==> src/core/dbw_pkg.sv <==
package dbw_pkg;
	// Byte addresses: the printed register number is a word index
	localparam logic [7:0] DBW_IDX_SEC_BW = 8'h66;
	localparam logic [7:0] DBW_IDX_LOCKED_BW = 8'h67;
	localparam logic [7:0] DBW_IDX_ACQ_BW = 8'h68;
	localparam logic [7:0] DBW_IDX_BW_SEL = 8'h3b;
	localparam int DBW_ADDR_W = 12;
	localparam logic [11:0] DBW_ADDR_SEC_BW = {2'h0, DBW_IDX_SEC_BW, 2'h0};
	localparam logic [11:0] DBW_ADDR_LOCKED_BW = {2'h0, DBW_IDX_LOCKED_BW, 2'h0};
	localparam logic [11:0] DBW_ADDR_ACQ_BW = {2'h0, DBW_IDX_ACQ_BW, 2'h0};
	localparam logic [11:0] DBW_ADDR_BW_SEL = {2'h0, DBW_IDX_BW_SEL, 2'h0};
	localparam logic [1:0] DBW_RST_SEC_BW = 2'h0;
	localparam logic [3:0] DBW_RST_LOCKED_BW = 4'h0;
	localparam logic [3:0] DBW_RST_ACQ_BW = 4'hf;
	localparam logic DBW_RST_AUTO_SW = 1'b0;
	localparam int DBW_AUTO_SW_BIT = 7;
	// Secondary path effective codes
	localparam logic [1:0] DBW_SEC_70HZ = 2'h2;
	// Main path codes
	localparam logic [3:0] DBW_MAIN_LO = 4'h8;
	localparam logic [3:0] DBW_MAIN_HI = 4'hd;
	localparam logic [3:0] DBW_MAIN_18HZ = 4'hf;
	localparam logic [3:0] DBW_MAIN_35HZ = 4'h0;
	localparam logic [3:0] DBW_MAIN_70HZ = 4'h1;
endpackage

==> src/core/dbw_regs.sv <==
`timescale 1ns/1ps
// Summary of operation
// Secondary bandwidth bits [1:0]: 18, 35, 70 Hz; code 11 unused; resets zero.
// Locked bandwidth bits [3:0]: codes 1000..1101 give 0.3 to 8 Hz.
// Acquire bandwidth bits [3:0]: 1000..1101, 1111, 0000, 0001 valid; upper bits unused.
// Acquire bandwidth register is read/write, resets to 0x0f.
// Bit 7 of register 3B chooses locked-only or automatic bandwidth switching.
// Unused codes stored as written, applied as nearest defined; unused bits read zero.
module dbw_regs
	import dbw_pkg::*;
(
	// Clock and reset
	input wire logic i_clk,
	input wire logic i_rst,
	// APB slave
	input wire logic i_psel,
	input wire logic i_penable,
	input wire logic i_pwrite,
	input wire logic [DBW_ADDR_W-1:0] i_paddr,
	input wire logic [31:0] i_pwdata,
	input wire logic [3:0] i_pstrb,
	output logic o_pready,
	output logic [31:0] o_prdata,
	output logic o_pslverr,
	// Loop state
	input wire logic i_main_locked,
	// Bandwidth selects to the loop filters
	output logic [1:0] o_secondary_loop_bw_sel,
	output logic [3:0] o_main_loop_bw_sel,
	output logic o_main_loop_bw_is_acquire
);

	// Register bank: values as software wrote them
	logic [1:0] sec_bw_ff;
	logic [1:0] nxt_sec_bw;
	logic [3:0] lock_bw_ff;
	logic [3:0] nxt_lock_bw;
	logic [3:0] acq_bw_ff;
	logic [3:0] nxt_acq_bw;
	logic auto_sw_ff;
	logic nxt_auto_sw;

	// Bus answer
	logic pready_ff;
	logic nxt_pready;
	logic [31:0] prdata_ff;
	logic [31:0] nxt_prdata;
	logic pslverr_ff;
	logic nxt_pslverr;

	// Settings applied to the loop filters
	logic [1:0] sec_sel_ff;
	logic [1:0] nxt_sec_sel;
	logic [3:0] main_sel_ff;
	logic [3:0] nxt_main_sel;
	logic is_acq_ff;
	logic nxt_is_acq;

	// Decoded request
	logic acc;
	logic wr_acc;
	logic rd_acc;
	logic hit;
	logic wr_sec;
	logic wr_lock;
	logic wr_acq;
	logic wr_sel;

	// Effective main path codes before the lock state picks one
	logic [3:0] lock_eff;
	logic [3:0] acq_eff;
	logic use_acq;

	// True when the byte address falls on an implemented word
	function automatic logic dbw_is_mapped(input logic [DBW_ADDR_W-1:0] addr);
		logic r;
		r = 1'b0;
		case (addr)
			DBW_ADDR_SEC_BW: begin
				r = 1'b1;
			end
			DBW_ADDR_LOCKED_BW: begin
				r = 1'b1;
			end
			DBW_ADDR_ACQ_BW: begin
				r = 1'b1;
			end
			DBW_ADDR_BW_SEL: begin
				r = 1'b1;
			end
			default: begin
				r = 1'b0;
			end
		endcase
		return r;
	endfunction

	// Write strobe for one word; a write with lane 0 disabled changes nothing
	function automatic logic dbw_wr_hit(
		input logic wr,
		input logic [DBW_ADDR_W-1:0] addr,
		input logic [DBW_ADDR_W-1:0] reg_addr
	);
		return wr && (addr == reg_addr);
	endfunction

	// Read view of the bank; unused bit positions and unmapped words read zero
	function automatic logic [31:0] dbw_read_word(
		input logic [DBW_ADDR_W-1:0] addr,
		input logic [1:0] sec_bw,
		input logic [3:0] lock_bw,
		input logic [3:0] acq_bw,
		input logic auto_sw
	);
		logic [31:0] r;
		r = 32'h0;
		case (addr)
			DBW_ADDR_SEC_BW: begin
				r = {30'h0, sec_bw};
			end
			DBW_ADDR_LOCKED_BW: begin
				r = {28'h0, lock_bw};
			end
			DBW_ADDR_ACQ_BW: begin
				r = {28'h0, acq_bw};
			end
			DBW_ADDR_BW_SEL: begin
				r = 32'h0;
				r[DBW_AUTO_SW_BIT] = auto_sw;
			end
			default: begin
				r = 32'h0;
			end
		endcase
		return r;
	endfunction

	// Code 11 has no rate of its own; the nearest defined rate is 70 Hz
	function automatic logic [1:0] dbw_sec_fix(input logic [1:0] code);
		logic [1:0] r;
		r = code;
		case (code)
			2'h0: begin
				r = code;
			end
			2'h1: begin
				r = code;
			end
			2'h2: begin
				r = code;
			end
			2'h3: begin
				r = DBW_SEC_70HZ;
			end
			default: begin
				r = code;
			end
		endcase
		return r;
	endfunction

	// Map each main path code onto the setting the loop filter applies;
	// 1110 sits next to 8 Hz, 0010 to 0111 sit next to 70 Hz
	function automatic logic [3:0] dbw_main_fix(input logic [3:0] code);
		logic [3:0] r;
		r = code;
		case (code)
			4'h8: begin
				r = code;
			end
			4'h9: begin
				r = code;
			end
			4'ha: begin
				r = code;
			end
			4'hb: begin
				r = code;
			end
			4'hc: begin
				r = code;
			end
			DBW_MAIN_HI: begin
				r = code;
			end
			4'he: begin
				r = DBW_MAIN_HI;
			end
			DBW_MAIN_18HZ: begin
				r = code;
			end
			DBW_MAIN_35HZ: begin
				r = code;
			end
			DBW_MAIN_70HZ: begin
				r = code;
			end
			4'h2: begin
				r = DBW_MAIN_70HZ;
			end
			4'h3: begin
				r = DBW_MAIN_70HZ;
			end
			4'h4: begin
				r = DBW_MAIN_70HZ;
			end
			4'h5: begin
				r = DBW_MAIN_70HZ;
			end
			4'h6: begin
				r = DBW_MAIN_70HZ;
			end
			4'h7: begin
				r = DBW_MAIN_70HZ;
			end
			default: begin
				r = code;
			end
		endcase
		return r;
	endfunction

	// Request decode: an access is taken in its first access cycle only
	always_comb begin
		acc = i_psel && i_penable && !pready_ff;
		wr_acc = acc && i_pwrite && i_pstrb[0];
		rd_acc = acc && !i_pwrite;
		hit = dbw_is_mapped(i_paddr);
		wr_sec = dbw_wr_hit(wr_acc, i_paddr, DBW_ADDR_SEC_BW);
		wr_lock = dbw_wr_hit(wr_acc, i_paddr, DBW_ADDR_LOCKED_BW);
		wr_acq = dbw_wr_hit(wr_acc, i_paddr, DBW_ADDR_ACQ_BW);
		wr_sel = dbw_wr_hit(wr_acc, i_paddr, DBW_ADDR_BW_SEL);
	end

	// Register bank: unused codes are kept as written
	always_comb begin
		nxt_sec_bw = sec_bw_ff;
		nxt_lock_bw = lock_bw_ff;
		nxt_acq_bw = acq_bw_ff;
		nxt_auto_sw = auto_sw_ff;
		if (wr_sec) begin
			nxt_sec_bw = i_pwdata[1:0];
		end
		if (wr_lock) begin
			nxt_lock_bw = i_pwdata[3:0];
		end
		if (wr_acq) begin
			nxt_acq_bw = i_pwdata[3:0];
		end
		if (wr_sel) begin
			nxt_auto_sw = i_pwdata[DBW_AUTO_SW_BIT];
		end
	end

	always_ff @(posedge i_clk) begin
		if (i_rst) begin
			sec_bw_ff <= DBW_RST_SEC_BW;
			lock_bw_ff <= DBW_RST_LOCKED_BW;
			acq_bw_ff <= DBW_RST_ACQ_BW;
			auto_sw_ff <= DBW_RST_AUTO_SW;
		end else begin
			sec_bw_ff <= nxt_sec_bw;
			lock_bw_ff <= nxt_lock_bw;
			acq_bw_ff <= nxt_acq_bw;
			auto_sw_ff <= nxt_auto_sw;
		end
	end

	// Bus answer: one wait state, then a single-cycle ready
	always_comb begin
		nxt_pready = acc;
		nxt_pslverr = acc && !hit;
		nxt_prdata = 32'h0;
		if (rd_acc) begin
			nxt_prdata = dbw_read_word(i_paddr, sec_bw_ff, lock_bw_ff, acq_bw_ff, auto_sw_ff);
		end
	end

	always_ff @(posedge i_clk) begin
		if (i_rst) begin
			pready_ff <= 1'b0;
			prdata_ff <= 32'h0;
			pslverr_ff <= 1'b0;
		end else begin
			pready_ff <= nxt_pready;
			prdata_ff <= nxt_prdata;
			pslverr_ff <= nxt_pslverr;
		end
	end

	// Applied settings follow the bank one edge later
	always_comb begin
		use_acq = auto_sw_ff && !i_main_locked;
		lock_eff = dbw_main_fix(lock_bw_ff);
		acq_eff = dbw_main_fix(acq_bw_ff);
		nxt_sec_sel = dbw_sec_fix(sec_bw_ff);
		nxt_is_acq = use_acq;
		nxt_main_sel = use_acq ? acq_eff : lock_eff;
	end

	always_ff @(posedge i_clk) begin
		if (i_rst) begin
			sec_sel_ff <= DBW_RST_SEC_BW;
			main_sel_ff <= DBW_MAIN_LO;
			is_acq_ff <= 1'b0;
		end else begin
			sec_sel_ff <= nxt_sec_sel;
			main_sel_ff <= nxt_main_sel;
			is_acq_ff <= nxt_is_acq;
		end
	end

	assign o_pready = pready_ff;
	assign o_prdata = prdata_ff;
	assign o_pslverr = pslverr_ff;
	assign o_secondary_loop_bw_sel = sec_sel_ff;
	assign o_main_loop_bw_sel = main_sel_ff;
	assign o_main_loop_bw_is_acquire = is_acq_ff;

endmodule

==> config.mk <==
export PLATFORM = sky130hd
export DESIGN_NAME = dbw_regs
export DESIGN_NICKNAME = d
export VERILOG_FILES = /design/src/core/dbw_pkg.sv /design/src/core/dbw_regs.sv
export SDC_FILE = /design/constraint.sdc
export NUM_CORES = 1
export LEC_CHECK = 0
export ABC_AREA = 1
export ABC_CLOCK_PERIOD_IN_PS = 3000
export BUFFER_PORTS_ARGS = -buffer_cell sky130_fd_sc_hd__buf_2
export CAP_MARGIN = 30
export CORE_ASPECT_RATIO = 1.25
export CORE_UTILIZATION = 45
export DETAILED_ROUTE_END_ITERATION = 12
export GPL_TIMING_DRIVEN = 0
export PLACE_DENSITY = 0.91
export SLEW_MARGIN = 20
export SYNTH_ARGS = -nofsm -noshare
export SYNTH_HDL_FRONTEND = slang
export SYNTH_SLANG_ARGS = --single-unit
==> constraint.sdc <==
create_clock -name i_clk -period 3 [get_ports i_clk]
set_input_delay 0.3 -clock i_clk [delete_from_list [all_inputs] [get_ports i_clk]]
set_output_delay 0.3 -clock i_clk [all_outputs]
set_load 0.005 [all_outputs]
## After elaboration in Yosys (flattened, before gate mapping)

Cells that the tools add are included.

- Equality and inequality tests: 37
- Reductions and logical operators: 25
- Bitwise gates (word level): 1
- Mux-type cells: 6

Operators by type and width:

| kind | number |
|---|---|
| 4-bit equality test, second input constant | 16 |
| 12-bit by 9-bit equality test with 1-bit output, second input constant | 3 |
| 4-bit by 3-bit equality test with 1-bit output, second input constant | 8 |
| 8-bit one-hot mux with 4 select lines | 1 |
| 4-bit one-hot mux with 3 select lines | 2 |
| 9-bit OR reduction | 2 |
| 4-bit by 2-bit equality test with 1-bit output, second input constant | 4 |
| 12-bit by 8-bit equality test with 1-bit output, second input constant | 1 |
| 6-bit OR reduction | 2 |
| 1-bit logical AND | 11 |
| 4-bit by 1-bit equality test with 1-bit output, second input constant | 2 |
| 4-bit logical NOT | 2 |
| 2-bit equality test, second input constant | 2 |
| 1-bit logical NOT | 4 |
| 4-bit two-way mux | 1 |
| 2-bit one-hot mux with 2 select lines | 1 |
| 4-bit OR reduction | 1 |
| 3-bit OR reduction | 1 |
| 2-bit by 1-bit equality test with 1-bit output, second input constant | 1 |
| 2-bit logical NOT | 1 |
| 2-bit OR reduction | 1 |
| 1-bit two-way mux | 1 |
| 1-bit inverter | 1 |

- Word-level logic and storage cells: 79
- Output and inout port bits: 41
- Register bits: 52
- Input port bits: 54

## Logic depth before layout (Yosys ltp)

Gate-level depths: netlist of the first run.

- Word-level depth: 5
- Mapped depth: 9
- Depth with buffers taken out: 9

## Worst setup path before layout of the first run

Ideal clock, no wire load.

- Path kind: reg2reg
- Start point: reg pready_ff, in the netlist o_pready
- End point: reg auto_sw_ff
- Path slack: 1.903 ns
- Cell stages (with the launch flop): 5
- Arrival time: 0.979 ns
- Setup time: 0.118 ns
- Buffers on the path: 0
- Cell sequence: dfxtp_1 > nor3_4 > inv_2 > nor3_1 > nor2_1

- Longest elaborated chain between the ends: 5

RTL lines:

| item | line | text |
|---|---|---|
| start: declaration | dbw_regs.sv:44 | `logic pready_ff;` |
| start signal: assignment | dbw_regs.sv:285 | `pready_ff <= nxt_pready;` |
| 1-bit logical NOT | dbw_regs.sv:225 | `acc = i_psel && i_penable && !pready_ff;` |
| 1-bit logical AND | dbw_regs.sv:225 |  |
| 1-bit logical AND (2 in series) | dbw_regs.sv:226 | `wr_acc = acc && i_pwrite && i_pstrb[0];` |
| 1-bit logical AND | dbw_regs.sv:104 | `return wr && (addr == reg_addr);` |
| end signal: assignment | dbw_regs.sv:265 | `auto_sw_ff <= nxt_auto_sw;` |
| end: declaration | dbw_regs.sv:40 | `logic auto_sw_ff;` |

Every way passes these cells.
A chain may end at the register's enable or synchronous reset.

## Worst setup path in the final report of the first run

- Start point: reg pready_ff, in the netlist o_pready
- End point: reg acq_bw_ff[3]

- Longest elaborated chain between the ends: 5

RTL lines:

| item | line | text |
|---|---|---|
| 1-bit logical NOT | dbw_regs.sv:225 |  |
| 1-bit logical AND | dbw_regs.sv:225 |  |
| 1-bit logical AND (2 in series) | dbw_regs.sv:226 |  |
| 1-bit logical AND | dbw_regs.sv:104 |  |
| end signal: assignment | dbw_regs.sv:264 | `acq_bw_ff <= nxt_acq_bw;` |
| end: declaration | dbw_regs.sv:38 | `logic [3:0] acq_bw_ff;` |

Every way passes these cells.

==> results of run 1 <==
## cell families (layout without fill, tap and decap cells)
kind of cell           after synthesis  after routing  synth area share (%)
DFF                                 25             25                  35.2
and+or+nand+nor                    110            110                  36.7
AOI/OAI and AO/OA                   15             15                  5.63
other                                1             27                 0.264
buffers and inverters               56             97                  22.2
## cell usage after synthesis, drive strengths merged
library cell	count	share of area, %
nor2	39	12
nand2	38	10
inv	28	7.4
buf	27	14
dfxtp	25	35
nand3	22	9.0
o21ai	11	4.1
nor3	5	2.6
nand4	4	1.8
a21oi	3	1.1
clkbuf	1	0.53
conb	1	0.26
nand3b	1	0.53
nor4	1	0.44
o22ai	1	0.44
## layout by cell type (no fill, tap or decap), types with 2 or more instances in the layout
master,instances
sky130_fd_sc_hd__nor2_4,2
sky130_fd_sc_hd__nor2_2,4
sky130_fd_sc_hd__buf_4,27
sky130_fd_sc_hd__a21oi_1,3
sky130_fd_sc_hd__nand3_1,20
sky130_fd_sc_hd__nor3_1,4
sky130_fd_sc_hd__buf_2,37
sky130_fd_sc_hd__nor2_1,33
sky130_fd_sc_hd__inv_1,27
sky130_fd_sc_hd__conb_1,27
sky130_fd_sc_hd__dfxtp_1,25
sky130_fd_sc_hd__nand2_2,2
sky130_fd_sc_hd__clkbuf_4,4
sky130_fd_sc_hd__o21ai_0,8
sky130_fd_sc_hd__nand4_1,4
sky130_fd_sc_hd__nand2_1,36
sky130_fd_sc_hd__o21ai_1,2
## final cells by class
class / count / share of cell area, %
timing repair buffer: 37 / 10.4
clock inverter: 1 / 0.282
inverter: 28 / 5.92
multi-input combinational: 152 / 39.6
tap: 36 / 2.54
clock buffer: 3 / 1.27
buffer: 28 / 11.8
sequential: 25 / 28.2
## per-layer routing
layer / part of all wire (%) / track usage (%)
met3: 6.4 / 1.41
met1: 39 / 18.2
met2: 52 / 33.5
met4: 1.9 / 8.22
met5: 0 / 0
## power breakdown
group          switching (uW)  total, uW  leakage [uW]  internal [uW]
logic                    41.5       83.3      0.000774           41.8
clock network            97.4        147     0.0000177           49.9
registers               0.848        335      0.000202            334
total                     140        565      0.000994            426
## registers in the layout, summed over array words and instances, names as in the netlist
register / flops
acq_bw_ff: 4
lock_bw_ff: 4
o_secondary_loop_bw_sel: 2
auto_sw_ff: 1
o_main_loop_bw_sel: 4
o_prdata: 5
sec_bw_ff: 2
o_main_loop_bw_is_acquire: 1
o_pready: 1
o_pslverr: 1
## per-stage QoR
stage | cell area (sq um) | instances | hold slack, ps
after floorplan | 1520 | 233 | 369
after global placement | 1750 | 306 | 453
after detailed placement | 1750 | 306 | 458
after CTS | 1780 | 310 | 171
after global routing | 1780 | 310 | 172
final | 1780 | 310 | 174
## worst paths after layout
path                                endpoint  slack, ps  cells after the start
setup / recovery                acq_bw_ff[3]       1790                      4
hold / removal                   o_prdata[7]        170                      2
setup reg to reg                acq_bw_ff[3]       1790                      4
hold reg to reg   o_secondary_loop_bw_sel[1]        480                      2
## worst max-delay path, delay by kind of cell (launching register included)
family,cells,cell delay (ps)
flops,1,360
simple gates,4,750
==> flow_metrics.env, run 1 <==
export IMPL_dr_total_vias=1365
export IMPL_rsz_0062_raised_after_global_routing="no"
export IMPL_drt_vias_per_instance=4.40
export IMPL_finish_net_count=329
export IMPL_cts_repair_resized=0
export IMPL_ys_ff_latch=25
export IMPL_place_ws_ps=1600
export IMPL_cap_viol_max_count=0
export IMPL_totalNegativeSetupSlack_ps=0
export IMPL_grt_overflow_total=0
export IMPL_r2r_start="o_pready"
export IMPL_hold_path_class="in2reg"
export IMPL_std_cell_rows=22
export IMPL_drive_gt1_share_pct=29.9
export IMPL_core_area_sq_um=2970
export IMPL_antenna_violating_nets_post_route=0
export IMPL_timing_critical_path_mode_cell="sky130_fd_sc_hd__nand3_1"
export IMPL_finalWeightedCongestion=0.877
export IMPL_postCtsSetupBuffers=0
export IMPL_first_iter_violations=21
export IMPL_setup_viol=0
export IMPL_synth_cells=207
export IMPL_clk_insertion_delay_late_ps=320
export IMPL_slowest_stage="sky130_fd_sc_hd__nor3_4"
export IMPL_areaGrowthSynthToFinish_pct=25.0
export IMPL_multiInputGateArea_sq_um=703
export IMPL_run_status="complete, no violations"
export IMPL_total_leakage_power_uw=0.000994
export IMPL_dieArea_sq_um=3390
export IMPL_worst_setup_path_end_kind="flip-flop"
export IMPL_critical_path_startpoint_type="flip-flop"
export IMPL_critPathKind="reg2reg"
export IMPL_cts_hold_buf=0
export IMPL_distinct_cells_synth=24
export IMPL_die_h_um=64.8
export IMPL_worst_ir_drop_vdd_uv=198
export IMPL_seqCellArea_sq_um=500
export IMPL_port_buffers=37
export IMPL_grt_first_pass_wirelength_mm=4.46
export IMPL_pwr_density_cell_nw_per_um2=318
export IMPL_grt_antenna_before_repair=0
export IMPL_detailedRoute_firstPassIterationCount=5
export IMPL_cts_htree_levels=1
export IMPL_routedWlPerCell_um=8.78
export IMPL_grt_pass1_vias=1152
export IMPL_syn_mean_instance_area_sq_um=6.87
export IMPL_hold_start="i_pwrite"
export IMPL_crit_arrival_ps=1430
export IMPL_final_min_period_over_clock_period_pct=40.5
export IMPL_final_power_uw=565
export IMPL_period_minus_slack_ps=1210
export IMPL_fin_worst_skew_ps=3.32
export IMPL_final_slew_violations=0
export IMPL_detail_route_drc_violations=0
export IMPL_clk_path_buf_depth=2
export IMPL_cts_sink_count=25
export IMPL_final_util_pct=59.8
export IMPL_clock_tree_from_tritoncts="built"
export IMPL_worstSetupStartpoint="o_pready"
export IMPL_timing_final_hold_violations=0
export IMPL_finalWorstSetupSlack_ps=1790
export IMPL_fillers=312
export IMPL_initial_core_util_pct=47.8
export IMPL_crit_required_ps=3220
export IMPL_cp_cell_sequence="nor3_4 -> nand3_1 -> nand2_1 -> nand3_1"
export IMPL_chipWidth_um=52.3
export IMPL_routed_wl_mm=2.72
export IMPL_grt_start_max_net_pins=15
export IMPL_ys_warnings_count=0
export IMPL_ys_seq_area_share_pct=35.2
export IMPL_grtUsageTotal_pct=17.4
export IMPL_syn_area_sq_um=1420
export IMPL_total_cts_buffers=3
export IMPL_clk_transition_reported_paths_ps=130
export IMPL_insertedDiodeCount=0
export IMPL_num_io_pins=95
export IMPL_max_stage_delay_ps=380
export IMPL_root_buffer="sky130_fd_sc_hd__clkbuf_4"
export IMPL_critical_path_fanouts_max=7
export IMPL_max_freq_mhz=824
export IMPL_dp_hpwl_mm=2.30
No activity file was read; power rests on OpenSTA's default activity.
==> run 2, diff against run 1 <==
--- a/config.mk
+++ b/config.mk
@@ -5,15 +5,15 @@
 export SDC_FILE = /design/constraint.sdc
 export NUM_CORES = 1
 export LEC_CHECK = 0
-export ABC_AREA = 1
-export ABC_CLOCK_PERIOD_IN_PS = 3000
+export ABC_AREA = 0
+export ABC_CLOCK_PERIOD_IN_PS = 990
 export BUFFER_PORTS_ARGS = -buffer_cell sky130_fd_sc_hd__buf_2
 export CAP_MARGIN = 30
 export CORE_ASPECT_RATIO = 1.25
-export CORE_UTILIZATION = 45
+export CORE_UTILIZATION = 37
 export DETAILED_ROUTE_END_ITERATION = 12
 export GPL_TIMING_DRIVEN = 0
-export PLACE_DENSITY = 0.91
+export PLACE_DENSITY = 0.82
 export SLEW_MARGIN = 20
 export SYNTH_ARGS = -nofsm -noshare
 export SYNTH_HDL_FRONTEND = slang
==> constraint.sdc (replaced) <==
create_clock -name i_clk -period 0.99 [get_ports i_clk]
set_input_delay 0.099 -clock i_clk [delete_from_list [all_inputs] [get_ports i_clk]]
set_output_delay 0.099 -clock i_clk [all_outputs]
set_load 0.005 [all_outputs]
==> run 2 against run 1 <==
The run now ends with setup timing left; non-clock buffer count increased by 12; global-route usage grew 0.29 points; critical path depth up 1; synthesized cell count decreased by 25%; worst hold slack lost 120 ps; design area grew 16%; sequential power increased to 3.0 times the previous value; combinational power grew to 3.7 times the previous value; register-to-register slack lost 2100 ps; sequential share of layout area is 3.4 points lower; final cell count is 13% lower; count of clock-buffer cells in the layout did not move; critical path type is now in2reg; largest cell class unchanged; highest routed layer unchanged.
==> flow_metrics.env, run 2 <==
export IMPL_drive_gt1_share_pct=51.9
export IMPL_detailedRoute_firstPassIterationCount=4
export IMPL_final_min_period_over_clock_period_pct=144
export IMPL_finalWorstSetupSlack_ps=-438
export IMPL_synthSimpleGateAreaFrac_pct=30.3
export IMPL_ys_seq_area_share_pct=37.4
export IMPL_netSwitchingFraction_pct=24.5
export IMPL_clk_transition_reported_paths_ps=80
export IMPL_insertedDiodeCount=0
export IMPL_p_clk_share_pct=31.6
export IMPL_std_cell_rows=24
export IMPL_first_iter_violations=47
export IMPL_critical_path_startpoint_type="input pin"
export IMPL_synth_compound_area_share_pct=14.9
export IMPL_grt_pass1_vias=1199
export IMPL_clk_insertion_delay_late_ps=270
export IMPL_yosys_area_share_adder_pct=0
export IMPL_yosys_most_used_dff="sky130_fd_sc_hd__dfxtp_1"
export IMPL_final_slew_violations=0
export IMPL_grt_first_pass_wirelength_mm=5.33
export IMPL_hold_slack_ps=58.2
export IMPL_sequentialPowerShare_pct=52.4
export IMPL_synthTopCellsByCount="27 x sky130_fd_sc_hd__buf_4, 25 x sky130_fd_sc_hd__dfxtp_1, 18 x sky130_fd_sc_hd__nand3_1"
export IMPL_cts_htree_levels=1
export IMPL_areaGrowthSynthToFinish_pct=53.6
export IMPL_routedWlPerCell_um=13.1
export IMPL_grt_start_max_net_pins=15
export IMPL_synthTopCellsByArea="sky130_fd_sc_hd__dfxtp_1 37%, sky130_fd_sc_hd__buf_4 15%, sky130_fd_sc_hd__nand3_1 6.7%"
export IMPL_largest_register_ffs=5
export IMPL_detail_route_drc_violations=0
export IMPL_slew_at_the_pin_closest_to_its_max_slew_limit_ps=554
export IMPL_dieArea_sq_um=3860
export IMPL_hold_path_class="in2reg"
export IMPL_crit_arrival_ps=1580
export IMPL_fin_worst_skew_ps=3.32
export IMPL_port_buffers=37
export IMPL_drt_vias_per_instance=5.11
export IMPL_hold_start="i_rst"
export IMPL_pwr_density_cell_nw_per_um2=935
export IMPL_num_io_pins=95
export IMPL_cts_hold_buf=0
export IMPL_finalWeightedCongestion=0.903
export IMPL_die_h_um=69.3
export IMPL_synth_async_reset_ratio_pct=0
export IMPL_layout_cells_most_common="sky130_fd_sc_hd__buf_4"
export IMPL_hold_worst_path_end="o_secondary_loop_bw_sel[1]"
export IMPL_root_buffer="sky130_fd_sc_hd__clkbuf_8"
export IMPL_synthDominantCellAreaShare_pct=37.4
export IMPL_critPathKind="in2reg"
export IMPL_synth_mux_area_share_pct=0
export IMPL_initial_core_util_pct=38.4
export IMPL_syn_area_sq_um=1340
export IMPL_synth_largest_area_cell="sky130_fd_sc_hd__dfxtp_1"
export IMPL_total_cts_buffers=3
export IMPL_run_status="finished with violations"
export IMPL_reg2regPathDepth=5
export IMPL_ys_ff_latch=25
export IMPL_period_minus_slack_ps=1430
export IMPL_worst_ir_drop_vdd_uv=667
export IMPL_xor_xnor_fraction_of_synth_area_pct=0
export IMPL_ys_warnings_count=0
export IMPL_routed_wl_mm=3.53
export IMPL_clk_path_buf_depth=2
export IMPL_dp_hpwl_mm=2.37
export IMPL_max_freq_mhz=700
export IMPL_timing_final_hold_violations=0
export IMPL_critical_path_fanouts_max=4
export IMPL_final_power_uw=1920
export IMPL_syn_mean_instance_area_sq_um=8.64
export IMPL_grtUsageTotal_pct=17.7
export IMPL_combinational_fraction_of_design_power_pct=15.9
export IMPL_chipWidth_um=55.8
export IMPL_regToRegSetupSlack_ps=-280
export IMPL_total_leakage_power_uw=0.000897
export IMPL_p_int_uw=1450
export IMPL_r2r_start="o_pready"
export IMPL_total_switching_power_uw=471
export IMPL_distinct_cells_synth=37
export IMPL_hold_path_cell_count=2
export IMPL_rsz_0062_raised_after_global_routing="yes"
export IMPL_dr_total_vias=1380
export IMPL_clock_tree_from_tritoncts="built"
export IMPL_r2r_end="auto_sw_ff"
export IMPL_cap_viol_max_count=0
export IMPL_synth_enable_flop_cells=0
export IMPL_synth_top_family_by_area="simple AND/OR/NAND/NOR gates"
export IMPL_grt_overflow_total=0
export IMPL_finish_net_count=286
export IMPL_crit_required_ps=1140
export IMPL_setup_viol=17
export IMPL_fillers=290
export IMPL_grt_antenna_before_repair=0
export IMPL_failed_checks="setup timing"
export IMPL_antenna_violating_nets_post_route=0
export IMPL_worst_setup_path_end_kind="flip-flop"
export IMPL_synth_cells=155
export IMPL_core_area_sq_um=3480
export IMPL_timing_max_slew_rel_slack_pct=63.1
export IMPL_cts_sink_count=25
export IMPL_most_used_cells_in_the_layout_excluding_fill_and_tap_cells="34 x sky130_fd_sc_hd__buf_4, 33 x sky130_fd_sc_hd__buf_2, 27 x sky130_fd_sc_hd__conb_1"
export IMPL_synth_most_common_cell="sky130_fd_sc_hd__buf_4"
run 2: changes by cell type after synthesis, sizes merged, moves of 3 or more:
cell,before,now
nor2,39,3
nand2,38,7
inv,28,3
a21oi,3,11
nand2b,0,4
nand3,22,18
nor2b,0,4
and2,0,3
o21ai,11,8
run 2: power groups by stage:
| stage | clock, uW | combinational (uW) | sequential [uW] |
|---|---|---|---|
| finish | 608 | 307 | 1010 |
| global placement | 0 | 245 | 1030 |
| global route | 648 | 332 | 1010 |
| detailed placement | 0 | 249 | 1040 |
| floorplan | 0 | 165 | 1040 |
| CTS | 609 | 272 | 1010 |
run 2: worst max-delay path, stage by stage:
cell and delay [ps]:
sky130_fd_sc_hd__buf_6 90, sky130_fd_sc_hd__or4b_4 550, sky130_fd_sc_hd__or4_4 590, sky130_fd_sc_hd__o21ai_1 160, sky130_fd_sc_hd__nand3_1 90
run 2: final cells by class:
| type | count | area (sq um) | share of cell area [%] |
|---|---|---|---|
| Timing Repair Buffer | 46 | 289 | 14.1 |
| Clock inverter | 1 | 5.00 | 0.243 |
| Multi-Input combinational cell | 122 | 903 | 43.9 |
| Buffer | 31 | 248 | 12.0 |
| Tap cell | 39 | 48.8 | 2.37 |
| Sequential cell | 25 | 510 | 24.8 |
| Inverter | 3 | 11.3 | 0.547 |
| Clock buffer | 3 | 41.3 | 2.01 |
run 2: logic make-up after synthesis:
group | count (synthesis)
buf+inv | 34
flops | 25
other cells | 1
simple gates | 64
compound gates | 31
run 2: worst max path at each step:
stage	startpoint	endpoint	slack, ps	cells after the start
finish	i_paddr[10]	acq_bw_ff[1]	-440	5
global route	i_paddr[10]	acq_bw_ff[1]	-490	5
CTS	i_paddr[10]	o_prdata[1]	-420	7
detailed placement	i_paddr[2]	acq_bw_ff[3]	-740	5
global placement	i_paddr[4]	o_prdata[0]	-720	5
floorplan	i_paddr[2]	acq_bw_ff[0]	-540	4
run 2: timing repair:
item                       4_1_cts  5_1_grt
buffers inserted                 5        3
resized for setup               10       40
setup endpoints to repair       20       20
pin swaps                        9       21
cloned                           2        0
run 2: layer usage:
| layer | up-vias | part of all wire (%) | GRT usage (%) |
|---|---|---|---|
| met1 | 623 | 35 | 19.1 |
| li1 | 674 | - | - |
| met5 | - | 0 | 0 |
| met4 | 0 | 4.6 | 10.8 |
| met3 | 13 | 7.9 | 3.54 |
| met2 | 70 | 53 | 31.3 |
run 2: metrics by stage:
| step | cells | util (%) | area [sq um] | setup TNS, ps | setup slack [ps] |
|---|---|---|---|---|---|
| 2_1_floorplan | 181 | - | 1500 | -5380 | -540 |
| 3_3_place_gp | 257 | 49.9 | 1740 | -8660 | -721 |
| 3_5_place_dp | 257 | 49.9 | 1740 | -8990 | -737 |
| 4_1_cts | 268 | 54.1 | 1880 | -5260 | -418 |
| 5_1_grt | 270 | 59.1 | 2060 | -6230 | -487 |
| 6_report | 270 | 59.1 | 2060 | -5240 | -438 |
